==> config.mk <==
export PLATFORM = sky130hd
export DESIGN_NAME = ddsc_host_flat
export DESIGN_NICKNAME = d
export VERILOG_FILES = /design/src/hw/ddsc_pkg.sv /design/src/hw/ddsc_link_if.sv /design/src/hw/ddsc_host.sv /design/src/flat_wrapper.sv
export VERILOG_INCLUDE_DIRS = /design/src /design/src/hw
export SDC_FILE = /design/constraint.sdc
export NUM_CORES = 1
export LEC_CHECK = 0
export BUFFER_PORTS_ARGS = -buffer_cell sky130_fd_sc_hd__buf_2
export CORE_UTILIZATION = 35
export DETAILED_ROUTE_END_ITERATION = 10
export PLACE_DENSITY = 0.65
export SYNTH_ARGS = -nofsm -noshare
export SYNTH_HDL_FRONTEND = slang
export SYNTH_SLANG_ARGS = --single-unit
export TNS_END_PERCENT = 30
==> constraint.sdc <==
create_clock -name sys_clk_i -period 5.7 [get_ports sys_clk_i]
set_clock_uncertainty 0.1 [all_clocks]
set_input_delay 0.57 -clock sys_clk_i [delete_from_list [all_inputs] [get_ports sys_clk_i]]
set_output_delay 0.57 -clock sys_clk_i [all_outputs]
set_load 0.05 [all_outputs]
==> src/hw/ddsc_defines.svh <==
// constants of the dual dac serial command port
//
// Functional notes
// shift only while chip select low
// sample data on serial clock rise
// host sends 16 bits, msb first
// bursts may split a command, select held
// execute on chip select rise after 16
// one register per channel, no buffering
// each control bit acts on its own
// wire order: spares, sd b/a, spare, loads, data
// load a copies data to channel a
// load b copies data to channel b
// no load bits leaves registers unchanged
// shutdown a bit sets channel a state
// shutdown b bit sets channel b state
// loads and shutdowns apply together
// output equals code over 256 of reference
// host writes once after power-up
// host idles clock low, changes on fall
// host toggles clock only while sending
// shutdown keeps register, output inactive
// leaving shutdown restores register output
// host sends spare 3 one, spare 4 zero; ddsc_host sends the written bits unchanged and forces neither
`ifndef DDSC_DEFINES_SVH
`define DDSC_DEFINES_SVH
`define DDSC_WORD_BITS   5'd16
`define DDSC_POS_SPARE_1 15
`define DDSC_POS_SPARE_2 14
`define DDSC_POS_SPARE_3 13
`define DDSC_POS_SD_B    12
`define DDSC_POS_SD_A    11
`define DDSC_POS_SPARE_4 10
`define DDSC_POS_LOAD_B  9
`define DDSC_POS_LOAD_A  8
`define DDSC_HALF_SCLK   8'd4
`define DDSC_ADDR_CMD    32'h0000_0000
`define DDSC_ADDR_STAT   32'h0000_0004
`define DDSC_ADDR_MIRROR 32'h0000_0008
`endif

==> src/hw/ddsc_pkg.sv <==
// types of the dual dac serial command port
package ddsc_pkg;
  typedef enum logic [3:0] {
    DDSC_IDLE  = 4'b0001,
    DDSC_SETUP = 4'b0010,
    DDSC_SHIFT = 4'b0100,
    DDSC_HOLD  = 4'b1000
  } ddsc_state_t;
  function automatic logic [7:0] ddsc_volts(input logic [7:0] code, input logic shut, input logic [7:0] ref_v);
    logic [15:0] prod;
    prod = 16'(code) * 16'(ref_v);
    ddsc_volts = shut ? 8'h00 : prod[15:8];
  endfunction : ddsc_volts
endpackage : ddsc_pkg

==> src/hw/ddsc_link_if.sv <==
// three-wire link between host and dac
`timescale 1ns/1ps
interface ddsc_link_if;
  logic cs_n;
  logic sclk;
  logic din;
  modport host (output cs_n, output sclk, output din);
  modport dev  (input  cs_n, input  sclk, input  din);
endinterface : ddsc_link_if

==> src/hw/ddsc_host.sv <==
// host end: axi4-lite command registers driving the three-wire link
//
// Design decisions made here: the address map and the AXI4-Lite register port.
`timescale 1ns/1ps
`include "ddsc_defines.svh"
module ddsc_host
  import ddsc_pkg::*;
(
  input  wire logic        sys_clk_i,
  input  wire logic        rst_i,
  ddsc_link_if.host        link,
  input  wire logic [31:0] s_axi_awaddr_i,
  input  wire logic        s_axi_awvalid_i,
  output logic             s_axi_awready_o,
  input  wire logic [31:0] s_axi_wdata_i,
  input  wire logic [3:0]  s_axi_wstrb_i,
  input  wire logic        s_axi_wvalid_i,
  output logic             s_axi_wready_o,
  output logic [1:0]       s_axi_bresp_o,
  output logic             s_axi_bvalid_o,
  input  wire logic        s_axi_bready_i,
  input  wire logic [31:0] s_axi_araddr_i,
  input  wire logic        s_axi_arvalid_i,
  output logic             s_axi_arready_o,
  output logic [31:0]      s_axi_rdata_o,
  output logic [1:0]       s_axi_rresp_o,
  output logic             s_axi_rvalid_o,
  input  wire logic        s_axi_rready_i
);
  logic        aw_ff;
  logic [31:0] awaddr_ff;
  logic        w_ff;
  logic [31:0] wdata_ff;
  logic [3:0]  wstrb_ff;
  logic        bvalid_ff;
  logic [1:0]  bresp_ff;
  logic        rvalid_ff;
  logic [31:0] rdata_ff;
  logic [1:0]  rresp_ff;
  logic [15:0] word_ff;
  logic [15:0] last_ff;
  logic [15:0] cmd_ff;
  logic        start;
  ddsc_state_t state_ff;
  logic [7:0]  tick_ff;
  logic [4:0]  bits_ff;
  logic        cs_n_ff;
  logic        sclk_ff;
  logic        din_ff;
  logic        do_write;
  logic        cmd_hit;
  logic        busy;

  // end of one half period of the serial clock
  function automatic logic half_done(input logic [7:0] t);
    half_done = (t == `DDSC_HALF_SCLK);
  endfunction : half_done

  assign busy            = (state_ff != DDSC_IDLE);
  assign s_axi_awready_o = ~aw_ff & ~bvalid_ff;
  assign s_axi_wready_o  = ~w_ff & ~bvalid_ff;
  assign s_axi_arready_o = ~rvalid_ff;
  assign do_write        = aw_ff & w_ff & ~bvalid_ff;
  assign cmd_hit         = (awaddr_ff == `DDSC_ADDR_CMD);
  // a command write while busy is refused with slverr
  assign start           = do_write & cmd_hit & ~busy & (&wstrb_ff[1:0]);

  always_ff @(posedge sys_clk_i or posedge rst_i) begin
    if (rst_i) begin
      aw_ff     <= 1'b0;
      awaddr_ff <= 32'h0000_0000;
    end else if (s_axi_awvalid_i && s_axi_awready_o) begin
      aw_ff     <= 1'b1;
      awaddr_ff <= s_axi_awaddr_i;
    end else if (do_write) begin
      aw_ff <= 1'b0;
    end
  end

  always_ff @(posedge sys_clk_i or posedge rst_i) begin
    if (rst_i) begin
      w_ff     <= 1'b0;
      wdata_ff <= 32'h0000_0000;
      wstrb_ff <= 4'h0;
    end else if (s_axi_wvalid_i && s_axi_wready_o) begin
      w_ff     <= 1'b1;
      wdata_ff <= s_axi_wdata_i;
      wstrb_ff <= s_axi_wstrb_i;
    end else if (do_write) begin
      w_ff <= 1'b0;
    end
  end

  // response waits until both address and data are held
  always_ff @(posedge sys_clk_i or posedge rst_i) begin
    if (rst_i) begin
      bvalid_ff <= 1'b0;
      bresp_ff  <= 2'h0;
    end else if (do_write) begin
      bvalid_ff <= 1'b1;
      bresp_ff  <= start ? 2'h0 : 2'h2;
    end else if (bvalid_ff && s_axi_bready_i) begin
      bvalid_ff <= 1'b0;
    end
  end

  // the word in flight is kept apart, so a refused write cannot spoil the mirror
  always_ff @(posedge sys_clk_i or posedge rst_i) begin
    if (rst_i) begin
      cmd_ff  <= 16'h0000;
      last_ff <= 16'h0000;
    end else if (start) begin
      cmd_ff <= wdata_ff[15:0];
    end else if ((state_ff == DDSC_HOLD) && half_done(tick_ff)) begin
      last_ff <= cmd_ff;
    end
  end

  always_ff @(posedge sys_clk_i or posedge rst_i) begin
    if (rst_i) begin
      rvalid_ff <= 1'b0;
      rdata_ff  <= 32'h0000_0000;
      rresp_ff  <= 2'h0;
    end else if (s_axi_arvalid_i && s_axi_arready_o) begin
      rvalid_ff <= 1'b1;
      rresp_ff  <= 2'h0;
      case (s_axi_araddr_i)
        `DDSC_ADDR_CMD:    rdata_ff <= {16'h0000, word_ff};
        `DDSC_ADDR_STAT:   rdata_ff <= {31'h0000_0000, busy};
        `DDSC_ADDR_MIRROR: rdata_ff <= {16'h0000, last_ff};
        default: begin
          rdata_ff <= 32'h0000_0000;
          rresp_ff <= 2'h2;
        end
      endcase
    end else if (rvalid_ff && s_axi_rready_i) begin
      rvalid_ff <= 1'b0;
    end
  end

  // spi mode 0 shifter: clock idles low, data changes on the falling edge
  always_ff @(posedge sys_clk_i or posedge rst_i) begin
    if (rst_i) begin
      state_ff <= DDSC_IDLE;
      tick_ff  <= 8'h00;
      bits_ff  <= 5'h00;
      word_ff  <= 16'h0000;
      cs_n_ff  <= 1'b1;
      sclk_ff  <= 1'b0;
      din_ff   <= 1'b0;
    end else begin
      case (state_ff)
        DDSC_IDLE: begin
          if (start) begin
            word_ff  <= wdata_ff[15:0];
            cs_n_ff  <= 1'b0;
            tick_ff  <= 8'h00;
            bits_ff  <= 5'h00;
            din_ff   <= wdata_ff[15];
            state_ff <= DDSC_SETUP;
          end
        end
        DDSC_SETUP: begin
          if (half_done(tick_ff)) begin
            tick_ff  <= 8'h00;
            sclk_ff  <= 1'b1;
            state_ff <= DDSC_SHIFT;
          end else begin
            tick_ff <= tick_ff + 8'h01;
          end
        end
        DDSC_SHIFT: begin
          if (half_done(tick_ff)) begin
            tick_ff <= 8'h00;
            sclk_ff <= 1'b0;
            bits_ff <= bits_ff + 5'h01;
            word_ff <= {word_ff[14:0], 1'b0};
            if (bits_ff == `DDSC_WORD_BITS - 5'd1) begin
              state_ff <= DDSC_HOLD;
            end else begin
              din_ff   <= word_ff[14];
              state_ff <= DDSC_SETUP;
            end
          end else begin
            tick_ff <= tick_ff + 8'h01;
          end
        end
        DDSC_HOLD: begin
          if (half_done(tick_ff)) begin
            cs_n_ff  <= 1'b1;
            state_ff <= DDSC_IDLE;
          end else begin
            tick_ff <= tick_ff + 8'h01;
          end
        end
        default: state_ff <= DDSC_IDLE;
      endcase
    end
  end

  assign link.cs_n      = cs_n_ff;
  assign link.sclk      = sclk_ff;
  assign link.din       = din_ff;
  assign s_axi_bvalid_o = bvalid_ff;
  assign s_axi_bresp_o  = bresp_ff;
  assign s_axi_rvalid_o = rvalid_ff;
  assign s_axi_rdata_o  = rdata_ff;
  assign s_axi_rresp_o  = rresp_ff;
endmodule : ddsc_host

==> src/flat_wrapper.sv <==
// flat-port wrapper written by rule: the top's interface ports become plain ports
module ddsc_host_flat import ddsc_pkg::*;
  (sys_clk_i, rst_i, s_axi_awaddr_i, s_axi_awvalid_i, s_axi_awready_o, s_axi_wdata_i, s_axi_wstrb_i, s_axi_wvalid_i, s_axi_wready_o, s_axi_bresp_o, s_axi_bvalid_o, s_axi_bready_i, s_axi_araddr_i, s_axi_arvalid_i, s_axi_arready_o, s_axi_rdata_o, s_axi_rresp_o, s_axi_rvalid_o, s_axi_rready_i, link_cs_n, link_sclk, link_din);
  ddsc_link_if link_i ();
  input  wire logic sys_clk_i;
  input  wire logic rst_i;
  input  wire logic [31:0] s_axi_awaddr_i;
  input  wire logic s_axi_awvalid_i;
  output logic s_axi_awready_o;
  input  wire logic [31:0] s_axi_wdata_i;
  input  wire logic [3:0] s_axi_wstrb_i;
  input  wire logic s_axi_wvalid_i;
  output logic s_axi_wready_o;
  output logic [1:0] s_axi_bresp_o;
  output logic s_axi_bvalid_o;
  input  wire logic s_axi_bready_i;
  input  wire logic [31:0] s_axi_araddr_i;
  input  wire logic s_axi_arvalid_i;
  output logic s_axi_arready_o;
  output logic [31:0] s_axi_rdata_o;
  output logic [1:0] s_axi_rresp_o;
  output logic s_axi_rvalid_o;
  input  wire logic s_axi_rready_i;
  output wire logic [$bits(link_i.cs_n)-1:0] link_cs_n;
  output wire logic [$bits(link_i.sclk)-1:0] link_sclk;
  output wire logic [$bits(link_i.din)-1:0] link_din;
  assign link_cs_n = link_i.cs_n;
  assign link_sclk = link_i.sclk;
  assign link_din = link_i.din;
  ddsc_host u_core (.sys_clk_i(sys_clk_i), .rst_i(rst_i), .link(link_i), .s_axi_awaddr_i(s_axi_awaddr_i), .s_axi_awvalid_i(s_axi_awvalid_i), .s_axi_awready_o(s_axi_awready_o), .s_axi_wdata_i(s_axi_wdata_i), .s_axi_wstrb_i(s_axi_wstrb_i), .s_axi_wvalid_i(s_axi_wvalid_i), .s_axi_wready_o(s_axi_wready_o), .s_axi_bresp_o(s_axi_bresp_o), .s_axi_bvalid_o(s_axi_bvalid_o), .s_axi_bready_i(s_axi_bready_i), .s_axi_araddr_i(s_axi_araddr_i), .s_axi_arvalid_i(s_axi_arvalid_i), .s_axi_arready_o(s_axi_arready_o), .s_axi_rdata_o(s_axi_rdata_o), .s_axi_rresp_o(s_axi_rresp_o), .s_axi_rvalid_o(s_axi_rvalid_o), .s_axi_rready_i(s_axi_rready_i));
endmodule
==> results of run 1 <==
## layout by cell type, fill, tap and decap left out, types with 3 or more instances in the layout
master,n
nand3_1,11
clkinvlp_4,4
nor3_1,5
nand4_1,4
conb_1,18
mux2_4,9
nor2_1,38
ha_1,4
a211oi_1,4
nand2_1,78
inv_1,11
a31oi_1,3
o21ai_0,27
buf_2,114
inv_6,4
or2_2,3
dfrtp_1,138
buf_4,6
clkinv_2,4
nor4_1,14
a21oi_1,20
clkbuf_16,17
mux2_2,55
a211o_1,5
mux2i_1,32
## power by group
part,leakage (nW),internal [W],switching [W],total (W)
logic,1.55,0.000259,0.000258,0.000517
registers,1.82,0.00119,0.000132,0.00132
clock network,0.273,0.000644,0.000429,0.00107
total,3.65,0.00209,0.000820,0.00291
## layout make-up
class,count,area (µm²)
inverters,12,50.0
multi-input cells,364,2500
flip-flops and latches,140,3510
clock inverters,14,145
clock buffers,18,429
fillers,1647,9770
well taps,225,282
repair buffers,120,616
## routing by layer
| layer | vias up | track usage, % | routed length, µm |
|---|---|---|---|
| met5 | - | 0 | 0 |
| met3 | 16 | 3.67 | 581 |
| met4 | 0 | 5.99 | 201 |
| li1 | 2092 | - | - |
| met1 | 2127 | 19.3 | 5680 |
| met2 | 116 | 25.8 | 6470 |
## sequential cells by signal (all words and copies together), names as in the netlist
name                   count
u_core.s_axi_rresp_o       1
u_core.link.sclk           1
u_core.awaddr_ff          32
u_core.state_ff            4
u_core.wstrb_ff            2
u_core.aw_ff               1
u_core.bits_ff             5
u_core.wdata_ff           16
u_core.s_axi_bvalid_o      1
u_core.w_ff                1
u_core.last_ff            16
u_core.s_axi_bresp_o       1
u_core.tick_ff             8
u_core.link.din            1
u_core.cmd_ff             16
u_core.s_axi_rvalid_o      1
u_core.word_ff            16
u_core.link.cs_n           1
u_core.s_axi_rdata_o      16
## final timing paths
path	cells after the start	from	slack, ps	end
worst max-delay path	6	u_core.tick_ff[0]$_DFFE_PP0P_	3030	u_core.last_ff[10]$_DFFE_PP0P_
worst min-delay path	2	s_axi_rready_i	230	u_core.s_axi_rvalid_o$_DFFE_PP0P_
worst max register to register	6	u_core.tick_ff[0]$_DFFE_PP0P_	3030	u_core.last_ff[10]$_DFFE_PP0P_
worst min register to register	2	u_core.cmd_ff[11]$_DFFE_PP0P_	360	u_core.cmd_ff[11]$_DFFE_PP0P_
max in group asynchronous	3	rst_i	4150	u_core.link.cs_n$_DFFE_PP1P_
min in group asynchronous	2	rst_i	240	u_core.awaddr_ff[27]$_DFFE_PP0P_
## through the flow
step / total power (W) / util, % / instance area, µm² / hold slack [ps]
finish: 0.00291 / 43.5 / 7530 / 234
global route: 0.00306 / 43.5 / 7530 / 232
CTS: 0.00295 / 43.5 / 7530 / 219
detailed placement: 0.00186 / 40.2 / 6950 / 353
global placement: 0.00185 / 40.2 / 6950 / 347
floorplan: 0.00172 / - / 6280 / 332
## kinds of logic after synthesis
kind of cell / after synthesis
fa+ha+maj: 4
flops: 140
other cells: 1
xor+xnor: 1
buf+inv: 54
simple gates: 174
compound gates: 69
mux: 98
==> flow_summary.yaml, run 1 <==
outcome:
  outcome: "complete, no violations"
detailed_routing:
  dr.pass1.iters: 4
  wl_per_cell_um: 14.5
  wl_mm: 12.9
  detail-route-antenna-nets: 0
  drt_iter0_markers: 156
  avgViaCountPerCell: 4.87
  drcViolationCount: 0
  vias: 4351
sta:
  tightest_slew_ps: 1070
  slew_violations: 0
  finalWorstSetupSlack_ps: 3030
  relSlewSlack_pct: 28.2
  fmax_mhz: 374
  period_needed_ps: 2670
  grt_setup_unrepaired: "false"
  setup_violations: 0
  fin_setup_tns_ps: 0
  fin_crit_sh_pct: 46.9
  final_hold_viol_count: 0
pwr:
  ir_drop_uv: 201
  p_per_area_mw_per_mm2: 387
  static-leakage-power_nw: 3.65
clocking:
  clk_path_buf_depth: 2
  clkTransAtPathRegs_ps: 60
  cts_inserted_buffers: 17
  cts_tree: "done"
  cts_resized: 0
  clkSinkCount: 140
  cts_root_buf: "clkbuf_16"
  post_cts_buffers: 0
  postCtsHoldBufs: 0
  htreeDepth: 4
  clk_latency_ps: 420
floorplanning:
  die-width_um: 135
  start_util_pct: 36.0
  pin_count: 151
  dieArea_mm2: 0.0183
  core_area_mm2: 0.0173
  rows: 48
  die_h_um: 135
critical_path:
  required_ps: 5900
  cp-end-kind: "register"
  cpPeakStageDelay_ps: 950
  crit_slowest_cell: "or4_1"
  crit_chain: "inv_1 > ha_1 > and3b_1 > nand2_2 > or4_1 > mux2_1"
  critPathKind: "reg2reg"
  critPathLaunchType: "register"
  crit_buf_inv: 1
  crit_family: "simple AND/OR/NAND/NOR gates"
  cp.arrival_ps: 2870
  cp_max_fo: 17
global_routing:
  antenna_found_initial: 0
  first_global_vias: 4385
  grt_overflow: 0
  grt_pass1_wl_mm: 21.8
  grt_max_degree: 99
  grt.total_usage_pct: 15.5
logic_synthesis:
  yosysTopAreaCellShare_pct: 55.5
  synth-compound-area-share_pct: 6.80
  ys_top_cells_by_area: "dfrtp_1 56%, mux2_2 10%, mux2i_1 5.2%"
  synth_common_cells: "138 x dfrtp_1, 78 x nand2_1, 55 x mux2_2"
  synth-seq-cells: 140
  ys_async_sr_fraction_pct: 100
  yosysSeqAreaShare_pct: 56.4
  synth_top_area_cell: "dfrtp_1"
  synth_mux_area_share_pct: 17.6
  yosys_warnings: 0
  yosysMostFrequentCell: "dfrtp_1"
  synth_area_per_cell_um2: 11.5
  synth_top_family_by_area: "multiplexers"
  synth_cells: 541
  synth_cell_types: 48
  synth_edf_count: 0
  yosys.area_share.adder_pct: 0.805
  synth_xor_area_share_pct: 0.141
  syn_area_mm2: 0.00622
  synthSimpleGateAreaFrac_pct: 13.5
  ys.flop_type: "dfrtp_1"
layout:
  n_antenna_cell: 0
  synthToLayoutAreaGrowth_pct: 21.0
  drive_above_1_share_pct: 34.3
  stdcell_count: 893
  layout.nets: 766
worst_hold_path:
  min_path_type: "in2reg"
placement:
  port_buffers: 114
  dp_cells: 861
  place_hpwl_mm: 9.10
  post-place-ws_ps: 2990
  gp_congestion: 0.778
run:
  drv_cap: 0
Note: power is estimated with default switching activity, not from simulation.
==> run 2: changes to the inputs <==
- clock period: 5.7 -> 2.75 ns (I/O delays scaled with it)
==> run 2 against run 1 <==
Against the previous run: clock power rose by 130%; sequential share of layout area decreased by 3.8 points; sequential cell count did not move; final cell count rose by 6.7%; setup slack got worse by 2700 ps; wire length is 6.0% higher; critical endpoint is now u_core.word_ff[0]$_DFFE_PP0P_; die area unchanged; first-iteration DRC count rose by 38%.
==> flow_summary.yaml, run 2 (synthesis results as in run 1) <==
detailed_routing:
  wl_mm: 13.7
  avgViaCountPerCell: 4.75
  wl_met1_mm: 6.07
  wl_met3_um: 464
  dr.pass1.iters: 4
  met2_length_mm: 6.98
  detail-route-antenna-nets: 0
  dr.max_layer_used: "met4"
  vias: 4531
  wl_per_cell_um: 14.4
  drcViolationCount: 0
  drt_iter0_markers: 216
worst_hold_path:
  holdPathEnd: "u_core.wdata_ff[8]$_DFFE_PP0P_"
  min_from: "s_axi_wdata_i[8]"
  min_path_type: "in2reg"
  whs_path_depth: 2
layout:
  largest_reg_flops: 32
  drive_above_1_share_pct: 33.0
  post-route-util_pct: 47.4
  final_cell_mix: "138 x dfrtp_1, 114 x buf_2, 78 x nand2_1"
  n_antenna_cell: 0
  final_common_cell: "dfrtp_1"
  layout.nets: 826
  ff_latch_area_mm2: 0.00351
  multi_input_area_mm2: 0.00250
  top_register: "u_core.awaddr_ff"
  synthToLayoutAreaGrowth_pct: 31.8
  fillers: 1581
clocking:
  cts_tree: "done"
  htreeDepth: 4
  clkTransAtPathRegs_ps: 60
  post_cts_buffers: 0
  clkSinkCount: 140
  cts_root_buf: "clkbuf_16"
  clk_latency_ps: 420
  cts_inserted_buffers: 17
  clk_path_buf_depth: 2
critical_path:
  r2r_cells: 6
  cp-end-kind: "register"
  critPathKind: "reg2reg"
  crit_family: "simple AND/OR/NAND/NOR gates"
  reg2reg_to: "u_core.word_ff[0]$_DFFE_PP0P_"
  required_ps: 2980
  crit_slowest_cell: "nor4b_1"
  crit_chain: "nor4b_1 > nand4_1 > o41ai_4 > buf_4 > nand3_1 > o21ai_0"
  cp.arrival_ps: 2650
  reg2reg_from: "u_core.awaddr_ff[22]$_DFFE_PP0P_"
  cpPeakStageDelay_ps: 420
  cp_max_fo: 37
  reg2reg_slack_ps: 340
  crit_buf_inv: 1
  critPathLaunchType: "register"
outcome:
  outcome: "complete, no violations"
sta:
  relSlewSlack_pct: 58.7
  grt_setup_unrepaired: "false"
  setup_violations: 0
  fin_crit_sh_pct: 87.8
  fin_setup_tns_ps: 0
  period_needed_ps: 2410
  tightest_slew_ps: 619
  fmax_mhz: 414
  final_hold_viol_count: 0
  slew_violations: 0
floorplanning:
  rows: 48
  die_h_um: 135
  die-width_um: 135
  dieArea_mm2: 0.0183
  start_util_pct: 36.0
  pin_count: 151
  core_area_mm2: 0.0173
run:
  drv_cap: 0
global_routing:
  grt.total_usage_pct: 16.0
  grt_pass1_wl_mm: 22.7
  grt_overflow: 0
  first_global_vias: 4646
  antenna_found_initial: 0
  grt_max_degree: 48
pwr:
  ir_drop_uv: 460
  static-leakage-power_nw: 3.94
  p_per_area_mw_per_mm2: 781
placement:
  gp_congestion: 0.788
  place_hpwl_mm: 9.36
  port_buffers: 114
run 2: metal layers:
metal / GRT usage, % / vias up
met5: 0 / -
met4: 6.55 / 0
met3: 3.07 / 16
met2: 27.7 / 102
met1: 19.6 / 2201
li1: - / 2212
run 2: repair_timing:
action                    CTS  global route
hold buffers               48             0
hold endpoints to repair   70             0
resized for setup           0             0
run 2: final cells by class:
| cell class | instances | area share (%) |
|---|---|---|
| clock inverter | 13 | 2.61 |
| inverter | 12 | 0.596 |
| timing repair buffer | 180 | 14.8 |
| multi-input combinational | 364 | 30.5 |
| sequential | 140 | 42.8 |
| tap | 225 | 3.44 |
| clock buffer | 19 | 5.28 |
run 2: worst max-delay path by stage:
stage	cells past startpoint	start	end	slack [ps]
floorplan	6	u_core.tick_ff[5]$_DFFE_PP0P_	u_core.last_ff[0]$_DFFE_PP0P_	570
detailed placement	6	u_core.awaddr_ff[22]$_DFFE_PP0P_	u_core.word_ff[0]$_DFFE_PP0P_	310
finish	6	u_core.awaddr_ff[22]$_DFFE_PP0P_	u_core.word_ff[0]$_DFFE_PP0P_	340
CTS	6	u_core.awaddr_ff[22]$_DFFE_PP0P_	u_core.word_ff[14]$_DFFE_PP0P_	290
global placement	6	u_core.awaddr_ff[22]$_DFFE_PP0P_	u_core.word_ff[0]$_DFFE_PP0P_	400
global route	6	u_core.awaddr_ff[22]$_DFFE_PP0P_	u_core.word_ff[0]$_DFFE_PP0P_	190
run 2: power breakdown:
part / internal (W) / switching, W / leakage, nW
combinational: 0.000599 / 0.000551 / 1.81
clock: 0.00162 / 0.000884 / 0.309
sequential: 0.00247 / 0.000275 / 1.82
total: 0.00469 / 0.00171 / 3.94
run 2: per-stage QoR:
step	std cells	cell area, µm²	hold slack, ps	setup WS (ps)	power (W)
6_report	953	8190	16.5	336	0.00640
5_1_grt	953	8190	3.15	188	0.00669
4_1_cts	953	8190	3.54	286	0.00646
3_5_place_dp	873	7070	294	305	0.00389
3_3_place_gp	873	7070	293	403	0.00385
2_1_floorplan	558	6290	271	567	0.00357
